`config.mk`:
```
export PLATFORM = sky130hd
export DESIGN_NAME = supply_sequencer_fault_config
export DESIGN_NICKNAME = d
export VERILOG_FILES = /design/src/common/supply_sequencer_pkg.sv /design/src/verilog/supply_sequencer_fault_config.sv
export VERILOG_INCLUDE_DIRS = /design/src /design/src/common
export SDC_FILE = /design/constraint.sdc
export NUM_CORES = 1
export LEC_CHECK = 0
export BUFFER_PORTS_ARGS = -buffer_cell sky130_fd_sc_hd__buf_4
export CORE_ASPECT_RATIO = 0.9
export CORE_MARGIN = 2
export CORE_UTILIZATION = 55
export DETAILED_ROUTE_END_ITERATION = 12
export PLACE_DENSITY_LB_ADDON = 0.05
export SYNTH_ARGS = -nofsm -noshare
export SYNTH_HDL_FRONTEND = slang
export SYNTH_SLANG_ARGS = --single-unit
```
`constraint.sdc`:
```
create_clock -name clk_i -period 15.1 [get_ports clk_i]
set_clock_uncertainty 0.15 [all_clocks]
set_input_delay 3.02 -clock clk_i [delete_from_list [all_inputs] [get_ports clk_i]]
set_output_delay 3.02 -clock clk_i [all_outputs]
set_load 0.05 [all_outputs]
```
`src/common/supply_sequencer_consts.svh`:
```
// register map, field positions, reset values and timing constants
`ifndef SUPPLY_SEQUENCER_CONSTS_SVH
`define SUPPLY_SEQUENCER_CONSTS_SVH

`define ADR_LOW_THR0    8'h00
`define ADR_HIGH_THR0   8'h04
`define ADR_STEP_SEL    8'h08
`define ADR_RETRY_CFG   8'h09
`define ADR_TMO_CFG     8'h0A
`define ADR_RAMP_CFG    8'h12
`define ADR_SHUT_CFG    8'h13
`define ADR_STATUS      8'h14

`define REG_RST         8'h00
`define RETRY_LATCH_BIT 5
`define RETRY_DLY_HI    4
`define RETRY_DLY_LO    2
`define TMO_UP_HI       7
`define TMO_UP_LO       6
`define TMO_DN_HI       5
`define TMO_DN_LO       4
`define SLEW_HI         7
`define SLEW_LO         6
`define SHUT_REV_BIT    7
`define DISCH_HI        6
`define DISCH_LO        3
`define STEP_HI         7

`define COARSE_BASE_MV  13'h03E8
`define COARSE_STEP_MV  13'h0014
`define FINE_BASE_MV    13'h01F4
`define FINE_STEP_MV    13'h000A

`define CLK_PERIOD_NS   25
`define TICK_NS         1000
`define TICK_CYC        (`TICK_NS / `CLK_PERIOD_NS)

`endif

```
`src/common/supply_sequencer_pkg.sv`:
```
// types shared by the supply sequencer
package supply_sequencer_pkg;
   typedef enum logic [5:0] {
      ST_IDLE  = 6'h01,
      ST_UP    = 6'h02,
      ST_ON    = 6'h04,
      ST_DOWN  = 6'h08,
      ST_RETRY = 6'h10,
      ST_LATCH = 6'h20
   } seq_state_t;
endpackage : supply_sequencer_pkg

```
`src/verilog/supply_sequencer_fault_config.sv`:
```
// supply sequencer configuration registers, fault timers and retry control
// Notes on behaviour
// - style bit 1: ramp down in reverse order; 0: fast gate pulldown.
// - bits 6..3 enable discharge pulldown on outputs 1..4.
// - power-up timeout codes 00..11 give 25, 50, 100, 200 ms.
// - power-down timeout uses the same four-value mapping.
// - slew code 00..11 gives 800, 400, 200, 100 V/s both ways.
// - trip level from 1 V in 20 mV or 0.5 V in 10 mV steps.
// - 8-bit low codes at 00h..03h, input 1 high code at 04h.
// - any input out of window during power-up, on or power-down shuts all outputs and raises fault.
// - retry bit 1 latches off after fault, 0 retries after delay.
// - retry delay codes map 25 us up to 1600 ms.
// - step bits 7..4 pick fine (1) or coarse (0) per input.
// - power-up starts only with all inputs in window and enable high.
// - each power-up ramp must finish before timeout or gates go off.
// - during retry wait gates stay off and fault stays asserted.
`timescale 1ns/1ps
`default_nettype none
`include "supply_sequencer_consts.svh"

module supply_sequencer_fault_config #(
   parameter int TMO_25MS_US    = 25000,
   parameter int TMO_50MS_US    = 50000,
   parameter int TMO_100MS_US   = 100000,
   parameter int TMO_200MS_US   = 200000,
   parameter int RETRY_25US     = 25,
   parameter int RETRY_12M5_US  = 12500,
   parameter int RETRY_400MS_US = 400000,
   parameter int RETRY_1600MS_US = 1600000
) (
   input  wire logic        clk_i,           // 40 MHz clock
   input  wire logic        resetn_i,        // async reset, active low
   input  wire logic [7:0]  reg_addr_i,      // register address
   input  wire logic [7:0]  reg_wdata_i,     // write data
   input  wire logic        reg_wr_i,        // write strobe
   input  wire logic        reg_rd_i,        // read strobe
   output logic      [7:0]  reg_rdata_o,     // read data, next cycle
   input  wire logic [51:0] in_mv_i,         // four 13-bit input levels, mV
   input  wire logic        enable_i,        // combined internal enable
   input  wire logic        ramp_done_i,     // power-up ramp complete
   input  wire logic        outputs_low_i,   // all outputs near ground
   output logic             gate_on_o,       // gate drive enabled
   output logic             fast_pulldown_o, // quick gate pulldown
   output logic             reverse_down_o,  // reverse-order ramp down
   output logic      [3:0]  discharge_en_o,  // output discharge pulldowns
   output logic      [1:0]  slew_sel_o,      // reference ramp rate code
   output logic             fault_o          // failure flag
);
   localparam int TW = 21;

   logic [7:0] low_thr_r [4];
   logic [7:0] high_thr_r [4];
   logic [7:0] step_sel_r;
   logic [7:0] retry_cfg_r;
   logic [7:0] tmo_cfg_r;
   logic [7:0] ramp_cfg_r;
   logic [7:0] shut_cfg_r;
   supply_sequencer_pkg::seq_state_t state_r;
   supply_sequencer_pkg::seq_state_t state_nxt;
   logic [5:0]    tick_cnt_r;
   logic          tick;
   logic [TW-1:0] timer_r;
   logic          in_window;
   logic          start_phase;

   function automatic logic [12:0] trip_level(input logic [7:0] code,
                                              input logic fine);
      if (fine)
         trip_level = 13'(`FINE_BASE_MV + code * `FINE_STEP_MV);
      else
         trip_level = 13'(`COARSE_BASE_MV + code * `COARSE_STEP_MV);
   endfunction : trip_level

   function automatic logic [TW-1:0] fault_tmo(input logic [1:0] code);
      unique case (code)
         2'h0: fault_tmo = TW'(TMO_25MS_US);
         2'h1: fault_tmo = TW'(TMO_50MS_US);
         2'h2: fault_tmo = TW'(TMO_100MS_US);
         2'h3: fault_tmo = TW'(TMO_200MS_US);
      endcase
   endfunction : fault_tmo

   function automatic logic [TW-1:0] retry_dly(input logic [2:0] code);
      unique case (code)
         3'h0: retry_dly = TW'(RETRY_25US);
         3'h1: retry_dly = TW'(RETRY_12M5_US);
         3'h2: retry_dly = TW'(TMO_25MS_US);
         3'h3: retry_dly = TW'(TMO_50MS_US);
         3'h4: retry_dly = TW'(TMO_100MS_US);
         3'h5: retry_dly = TW'(TMO_200MS_US);
         3'h6: retry_dly = TW'(RETRY_400MS_US);
         3'h7: retry_dly = TW'(RETRY_1600MS_US);
      endcase
   endfunction : retry_dly

   // register writes
   always_ff @(posedge clk_i or negedge resetn_i) begin
      if (!resetn_i) begin
         for (int i = 0; i < 4; i++) begin
            low_thr_r[i]  <= `REG_RST;
            high_thr_r[i] <= `REG_RST;
         end
         step_sel_r  <= `REG_RST;
         retry_cfg_r <= `REG_RST;
         tmo_cfg_r   <= `REG_RST;
         ramp_cfg_r  <= `REG_RST;
         shut_cfg_r  <= `REG_RST;
      end else if (reg_wr_i) begin
         for (int i = 0; i < 4; i++) begin
            if (reg_addr_i == `ADR_LOW_THR0 + 8'(i))
               low_thr_r[i] <= reg_wdata_i;
            if (reg_addr_i == `ADR_HIGH_THR0 + 8'(i))
               high_thr_r[i] <= reg_wdata_i;
         end
         if (reg_addr_i == `ADR_STEP_SEL)
            step_sel_r <= reg_wdata_i;
         if (reg_addr_i == `ADR_RETRY_CFG)
            retry_cfg_r <= reg_wdata_i;
         if (reg_addr_i == `ADR_TMO_CFG)
            tmo_cfg_r <= reg_wdata_i;
         if (reg_addr_i == `ADR_RAMP_CFG)
            ramp_cfg_r <= reg_wdata_i;
         if (reg_addr_i == `ADR_SHUT_CFG)
            shut_cfg_r <= reg_wdata_i;
      end
   end

   // register reads; unmapped addresses return zero
   always_ff @(posedge clk_i or negedge resetn_i) begin
      if (!resetn_i) begin
         reg_rdata_o <= 8'h00;
      end else if (reg_rd_i) begin
         reg_rdata_o <= 8'h00;
         for (int i = 0; i < 4; i++) begin
            if (reg_addr_i == `ADR_LOW_THR0 + 8'(i))
               reg_rdata_o <= low_thr_r[i];
            if (reg_addr_i == `ADR_HIGH_THR0 + 8'(i))
               reg_rdata_o <= high_thr_r[i];
         end
         unique case (reg_addr_i)
            `ADR_STEP_SEL:  reg_rdata_o <= step_sel_r;
            `ADR_RETRY_CFG: reg_rdata_o <= retry_cfg_r;
            `ADR_TMO_CFG:   reg_rdata_o <= tmo_cfg_r;
            `ADR_RAMP_CFG:  reg_rdata_o <= ramp_cfg_r;
            `ADR_SHUT_CFG:  reg_rdata_o <= shut_cfg_r;
            `ADR_STATUS:    reg_rdata_o <= {2'h0, state_r};
            default: ;
         endcase
      end
   end

   // window check over all four inputs
   always_comb begin
      in_window = 1'b1;
      for (int i = 0; i < 4; i++) begin
         if (in_mv_i[13*i +: 13] <
             trip_level(low_thr_r[i], step_sel_r[`STEP_HI-i]) ||
             in_mv_i[13*i +: 13] >
             trip_level(high_thr_r[i], step_sel_r[`STEP_HI-i]))
            in_window = 1'b0;
      end
   end

   // microsecond tick
   always_ff @(posedge clk_i or negedge resetn_i) begin
      if (!resetn_i)
         tick_cnt_r <= 6'h00;
      else if (tick)
         tick_cnt_r <= 6'h00;
      else
         tick_cnt_r <= tick_cnt_r + 6'h01;
   end
   assign tick = (tick_cnt_r == 6'(`TICK_CYC - 1));

   always_comb begin
      state_nxt = state_r;
      unique case (state_r)
         supply_sequencer_pkg::ST_IDLE:
            if (in_window && enable_i)
               state_nxt = supply_sequencer_pkg::ST_UP;
         supply_sequencer_pkg::ST_UP:
            if (!in_window || (timer_r == '0))
               state_nxt = retry_cfg_r[`RETRY_LATCH_BIT] ?
                  supply_sequencer_pkg::ST_LATCH :
                  supply_sequencer_pkg::ST_RETRY;
            else if (ramp_done_i)
               state_nxt = supply_sequencer_pkg::ST_ON;
         supply_sequencer_pkg::ST_ON:
            if (!in_window)
               state_nxt = retry_cfg_r[`RETRY_LATCH_BIT] ?
                  supply_sequencer_pkg::ST_LATCH :
                  supply_sequencer_pkg::ST_RETRY;
            else if (!enable_i)
               state_nxt = supply_sequencer_pkg::ST_DOWN;
         supply_sequencer_pkg::ST_DOWN:
            if (!in_window || (timer_r == '0))
               state_nxt = retry_cfg_r[`RETRY_LATCH_BIT] ?
                  supply_sequencer_pkg::ST_LATCH :
                  supply_sequencer_pkg::ST_RETRY;
            else if (outputs_low_i)
               state_nxt = supply_sequencer_pkg::ST_IDLE;
         supply_sequencer_pkg::ST_RETRY:
            if (timer_r == '0)
               state_nxt = supply_sequencer_pkg::ST_IDLE;
         supply_sequencer_pkg::ST_LATCH:
            if (!enable_i)
               state_nxt = supply_sequencer_pkg::ST_IDLE;
         default:
            state_nxt = supply_sequencer_pkg::ST_IDLE;
      endcase
   end

   always_ff @(posedge clk_i or negedge resetn_i) begin
      if (!resetn_i)
         state_r <= supply_sequencer_pkg::ST_IDLE;
      else
         state_r <= state_nxt;
   end

   assign start_phase = (state_nxt != state_r);

   // phase timer, reloaded on every phase entry
   always_ff @(posedge clk_i or negedge resetn_i) begin
      if (!resetn_i) begin
         timer_r <= '0;
      end else if (start_phase) begin
         unique case (state_nxt)
            supply_sequencer_pkg::ST_UP:
               timer_r <= fault_tmo(
                  tmo_cfg_r[`TMO_UP_HI:`TMO_UP_LO]);
            supply_sequencer_pkg::ST_DOWN:
               timer_r <= fault_tmo(
                  tmo_cfg_r[`TMO_DN_HI:`TMO_DN_LO]);
            supply_sequencer_pkg::ST_RETRY:
               timer_r <= retry_dly(
                  retry_cfg_r[`RETRY_DLY_HI:`RETRY_DLY_LO]);
            default:
               timer_r <= '0;
         endcase
      end else if (tick && timer_r != '0) begin
         timer_r <= timer_r - TW'(1);
      end
   end

   // registered pin outputs
   always_ff @(posedge clk_i or negedge resetn_i) begin
      if (!resetn_i) begin
         gate_on_o       <= 1'b0;
         fast_pulldown_o <= 1'b0;
         reverse_down_o  <= 1'b0;
         discharge_en_o  <= 4'h0;
         slew_sel_o      <= 2'h0;
         fault_o         <= 1'b0;
      end else begin
         gate_on_o <= (state_r == supply_sequencer_pkg::ST_UP) ||
                      (state_r == supply_sequencer_pkg::ST_ON) ||
                      (state_r == supply_sequencer_pkg::ST_DOWN &&
                       shut_cfg_r[`SHUT_REV_BIT]);
         fast_pulldown_o <= (state_r == supply_sequencer_pkg::ST_RETRY) ||
                            (state_r == supply_sequencer_pkg::ST_LATCH) ||
                            (state_r == supply_sequencer_pkg::ST_DOWN &&
                             !shut_cfg_r[`SHUT_REV_BIT]);
         reverse_down_o <= (state_r == supply_sequencer_pkg::ST_DOWN) &&
                           shut_cfg_r[`SHUT_REV_BIT];
         discharge_en_o <= {shut_cfg_r[`DISCH_LO], shut_cfg_r[`DISCH_LO+1],
                            shut_cfg_r[`DISCH_HI-1],
                            shut_cfg_r[`DISCH_HI]};
         slew_sel_o <= ramp_cfg_r[`SLEW_HI:`SLEW_LO];
         fault_o <= (state_r == supply_sequencer_pkg::ST_RETRY) ||
                    (state_r == supply_sequencer_pkg::ST_LATCH);
      end
   end
endmodule : supply_sequencer_fault_config

`default_nettype wire

```
==> metrics.txt <==
# TYPE chip_impl_metric gauge
chip_impl_metric{name="synth_area_in_compound_gates",unit="%"} 18.6
chip_impl_metric{name="hold_buffers",unit=""} 0
chip_impl_metric{name="viasPerCell",unit=""} 6.04
chip_impl_metric{name="slew_headroom",unit="%"} 21.4
chip_impl_metric{name="initial_antenna_violation_count",unit=""} 0
chip_impl_info{name="yosys_most_used_dff",value="dfrtp_1"} 1
chip_impl_metric{name="grt_first_pass_wirelength",unit="um"} 62900
chip_impl_info{name="slowest_stage",value="o31ai_1"} 1
chip_impl_metric{name="wl",unit="um"} 38200
chip_impl_metric{name="total_of_warnings_raised_by_yosys",unit=""} 0
chip_impl_metric{name="die_area",unit="mm2"} 0.0280
chip_impl_metric{name="maximum_number_of_buffers_from_clock_root_to_sink",unit=""} 2
chip_impl_metric{name="drt_first_pass_iters",unit=""} 6
chip_impl_metric{name="initial_cell_density_of_the_core",unit="%"} 56.1
chip_impl_metric{name="worst_path_largest_cell_delay",unit="ns"} 0.65
chip_impl_metric{name="worstPathRequired",unit="ns"} 15.26
chip_impl_metric{name="io_pins",unit=""} 93
chip_impl_metric{name="min_period_over_period",unit="%"} 48.4
chip_impl_metric{name="muxShareOfSynthArea",unit="%"} 11.3
chip_impl_metric{name="power_report.internal_total",unit="mW"} 0.878
chip_impl_metric{name="timing_hold_violations_final",unit=""} 0
chip_impl_metric{name="routed_wire_length_per_instance",unit="um"} 18.6
chip_impl_metric{name="globalplace.congestion",unit=""} 0.916
chip_impl_metric{name="total_leakage_power",unit="nW"} 7.92
chip_impl_metric{name="yosys.area.top_type_share",unit="%"} 26.3
chip_impl_metric{name="async_reset_ff_share",unit="%"} 100
chip_impl_info{name="critPathKind",value="reg2reg"} 1
chip_impl_metric{name="port_buffers",unit=""} 92
chip_impl_metric{name="final_layout_size_suffix_gt1_share",unit="%"} 15.6
chip_impl_metric{name="placed_area",unit="mm2"} 0.0156
chip_impl_metric{name="finalCriticalPeriod",unit="ns"} 7.30
chip_impl_metric{name="relative_area_change_from_synthesis_to_final_layout",unit="%"} 10.9
chip_impl_metric{name="timing.final.setup_violations",unit=""} 0
chip_impl_info{name="post-synth-top-count-cell",value="ha_1"} 1
chip_impl_metric{name="max_freq",unit="MHz"} 137
chip_impl_metric{name="yosys_register_bits",unit=""} 155
chip_impl_info{name="run_status",value="finished clean"} 1
chip_impl_metric{name="antenna_violating_nets_post_route",unit=""} 0
chip_impl_metric{name="place_hpwl",unit="um"} 29900
chip_impl_info{name="critical_path.startpoint",value="high_thr_r[9]"} 1
chip_impl_metric{name="number_of_antenna_cells_inserted",unit=""} 0
chip_impl_metric{name="synth_cell_types",unit=""} 79
chip_impl_info{name="min-delay-path-class",value="reg2reg"} 1
chip_impl_metric{name="post_synth_simple_gate_area",unit="%"} 15.0
chip_impl_metric{name="fp.coreArea",unit="mm2"} 0.0261
chip_impl_metric{name="ctsHtreeMaxLevel",unit=""} 4
chip_impl_metric{name="synth_xor_area_share",unit="%"} 6.33
chip_impl_info{name="min-delay-start",value="ramp_cfg_r[7]"} 1
chip_impl_metric{name="number_of_clock_sinks",unit=""} 155
chip_impl_info{name="grt_setup_unrepaired",value="false"} 1
chip_impl_info{name="synth.top_cells.by_area",value="dfrtp_1 (26%), ha_1 (18%), mux2_2 (8.3%), a21oi_1 (5.1%), xnor2_1 (3.5%)"} 1
chip_impl_metric{name="grt_util_all_layers",unit="%"} 27.8
chip_impl_info{name="worst_setup_path_start_kind",value="flip-flop"} 1
chip_impl_metric{name="power.switching",unit="mW"} 0.502
chip_impl_metric{name="synth_fa_ha_area_share",unit="%"} 19.4
chip_impl_metric{name="syn-cell-area",unit="mm2"} 0.0147
chip_impl_metric{name="synth.yosys.seq_area_share",unit="%"} 26.5
chip_impl_info{name="worst_r2r_startpoint",value="high_thr_r[9]"} 1
chip_impl_metric{name="clkLatencyLatePin",unit="ns"} 0.44
chip_impl_metric{name="power_frac_clock",unit="%"} 31.4
chip_impl_info{name="ctsRootBufferMaster",value="clkbuf_16"} 1
chip_impl_metric{name="slew_violations",unit=""} 0
chip_impl_metric{name="postCtsSetupBuffers",unit=""} 0
chip_impl_metric{name="power.share.sequential",unit="%"} 35.2
chip_impl_metric{name="drt_first_iter_violations",unit=""} 1018
chip_impl_info{name="timing.critical_path.mode_cell",value="ha_1"} 1
chip_impl_info{name="post_synth_most_frequent_cells",value="ha_1 (214), dfrtp_1 (154), a21oi_1 (148), nand2_1 (131), nor2_1 (119)"} 1
chip_impl_metric{name="grt-ovfl-total",unit=""} 0
chip_impl_metric{name="detailroute.via_count",unit=""} 12400
chip_impl_metric{name="synth_fp_nets",unit=""} 1928
chip_impl_metric{name="vdd.ir_drop.worst",unit="V"} 0.0000812
chip_impl_metric{name="crit_arrival",unit="ns"} 7.46
chip_impl_metric{name="die_x",unit="um"} 176
chip_impl_metric{name="power_density",unit="mW/mm2"} 84.9
chip_impl_metric{name="drc_violations_left",unit=""} 0
chip_impl_metric{name="post_cts_resize_count",unit=""} 0
chip_impl_metric{name="finish.net_count",unit=""} 1991
chip_impl_metric{name="critical_path_peak_fanout",unit=""} 25
chip_impl_info{name="netlist.top_cell.by_area",value="dfrtp_1"} 1
chip_impl_metric{name="row_count",unit=""} 56
chip_impl_info{name="worst_setup_path_end_kind",value="flip-flop"} 1
chip_impl_metric{name="syn_area_per_cell",unit="um2"} 8.99
chip_impl_metric{name="worst_pin_slew",unit="ns"} 1.18
chip_impl_metric{name="cts_inserted_buffers",unit=""} 17
chip_impl_metric{name="whs",unit="ns"} 0.252
chip_impl_metric{name="share_comb_of_total_power",unit="%"} 33.4
chip_impl_metric{name="grt_pass1_vias",unit=""} 12000
chip_impl_metric{name="synth-edff-count",unit=""} 0
chip_impl_info{name="synth_top_family_by_area",value="adder cells"} 1
chip_impl_metric{name="design_area_final",unit="mm2"} 0.0163
chip_impl_metric{name="swShare",unit="%"} 36.4
chip_impl_metric{name="cts.reportedPaths.clkPinSlew",unit="ns"} 0.07
chip_impl_metric{name="total_power",unit="mW"} 1.38
chip_impl_info{name="timing.critical_path.cells",value="ha_1, ha_1, fa_1, xnor2_1, nand3_1, nor3b_1, nor2_1, mux2_2, a221oi_1, or2_2, ha_1, a21oi_1, o21ai_0, o31ai_1, nand4_1, nor2_1, a221o_1, nand3_2, or2_1, o221a_1, a21boi_1"} 1
chip_impl_metric{name="timing.setup.tns",unit="ns"} 0
chip_impl_metric{name="dieHeight",unit="um"} 159
chip_impl_metric{name="cell_count_after_synthesis",unit=""} 1631
chip_impl_metric{name="grt_max_degree",unit=""} 94
chip_impl_metric{name="cap_violations",unit=""} 0
chip_impl_info{name="tritoncts",value="done"} 1
-- final timing paths --
| kind | end | slack (ns) | cells after the start |
|---|---|---|---|
| max | timer_r[3] | 7.80 | 21 |
| min | slew_sel_o[1] | 0.25 | 0 |
| max reg2reg | timer_r[3] | 7.80 | 21 |
| min reg2reg | slew_sel_o[1] | 0.25 | 0 |
| max in group asynchronous | high_thr_r[17] | 10.95 | 2 |
| min in group asynchronous | slew_sel_o[0] | 2.52 | 1 |
-- flip-flops by register name (all words and copies together) (netlist names) --
register,cells
gate_on_o,1
tick_cnt_r,6
retry_cfg_r,8
low_thr_r,32
step_sel_r,8
reg_rdata_o,8
ramp_cfg_r,8
fault_o,1
discharge_en_o,4
shut_cfg_r,8
timer_r,21
high_thr_r,32
state_r,6
slew_sel_o,2
fast_pulldown_o,1
reverse_down_o,1
tmo_cfg_r,8
-- cells by family (layout without fill, tap and decap cells) --
kind of cell               Yosys count  in the layout
and+or+nand+nor                    445            445
AOI/OAI and AO/OA                  440            440
adders and majority gates          222            222
DFF                                155            155
muxes                              152            152
buffers and inverters              111            187
xor gates and xnor gates           106            106
-- layout by cell type (no fill, tap or decap), types with 19 or more instances in the layout --
master   count
nand2_1    131
nor2b_1     21
inv_1       55
o21ai_0     97
dfrtp_1    154
xnor2_1     58
nor3b_1     19
a21oi_1    148
xor2_1      48
mux2i_1     44
a21o_1      32
buf_4       99
mux2_2     108
nor2_1     119
nand3_1     22
ha_1       214
nor3_1      28
-- worst max-delay path, delay by kind of cell (launching register included) --
family          cells  cell delay (ns)
flops               1             0.49
compound gates      7             1.91
simple gates        8             2.80
fa+ha+maj           4             1.23
xor+xnor            1             0.36
mux                 1             0.27
-- per-stage QoR --
| step | cells | setup WS (ns) | utilization, % |
|---|---|---|---|
| after CTS | 2055 | 7.88 | 62.2 |
| after global routing | 2055 | 7.35 | 62.2 |
| after global placement | 2023 | 8.04 | 59.9 |
| final | 2055 | 7.80 | 62.2 |
| after floorplan | 1631 | 9.01 | - |
| after detailed placement | 2023 | 7.91 | 59.9 |
-- routing by layer --
layer  track usage (%)  wire [um]
met1              41.1      18600
met2              43.4      17200
met3              3.50       1960
met4              5.71        489
met5                 0          0
-- layout make-up --
type | instances | area, um2
fill | 2268 | 9880
clock buffer | 17 | 425
tap | 348 | 435
inverter | 55 | 206
clock inverter | 15 | 183
multi-input combinational | 1365 | 10400
timing repair buffer | 100 | 754
sequential | 155 | 3880
-- power groups by stage --
stage	Combinational [mW]	Clock, mW	Sequential [mW]
3_5_place_dp	0.458	0	0.492
6_report	0.461	0.434	0.486
5_1_grt	0.526	0.458	0.490
2_1_floorplan	0.338	0	0.485
4_1_cts	0.462	0.440	0.485
3_3_place_gp	0.448	0	0.491
No activity file was read; power rests on OpenSTA's default activity.
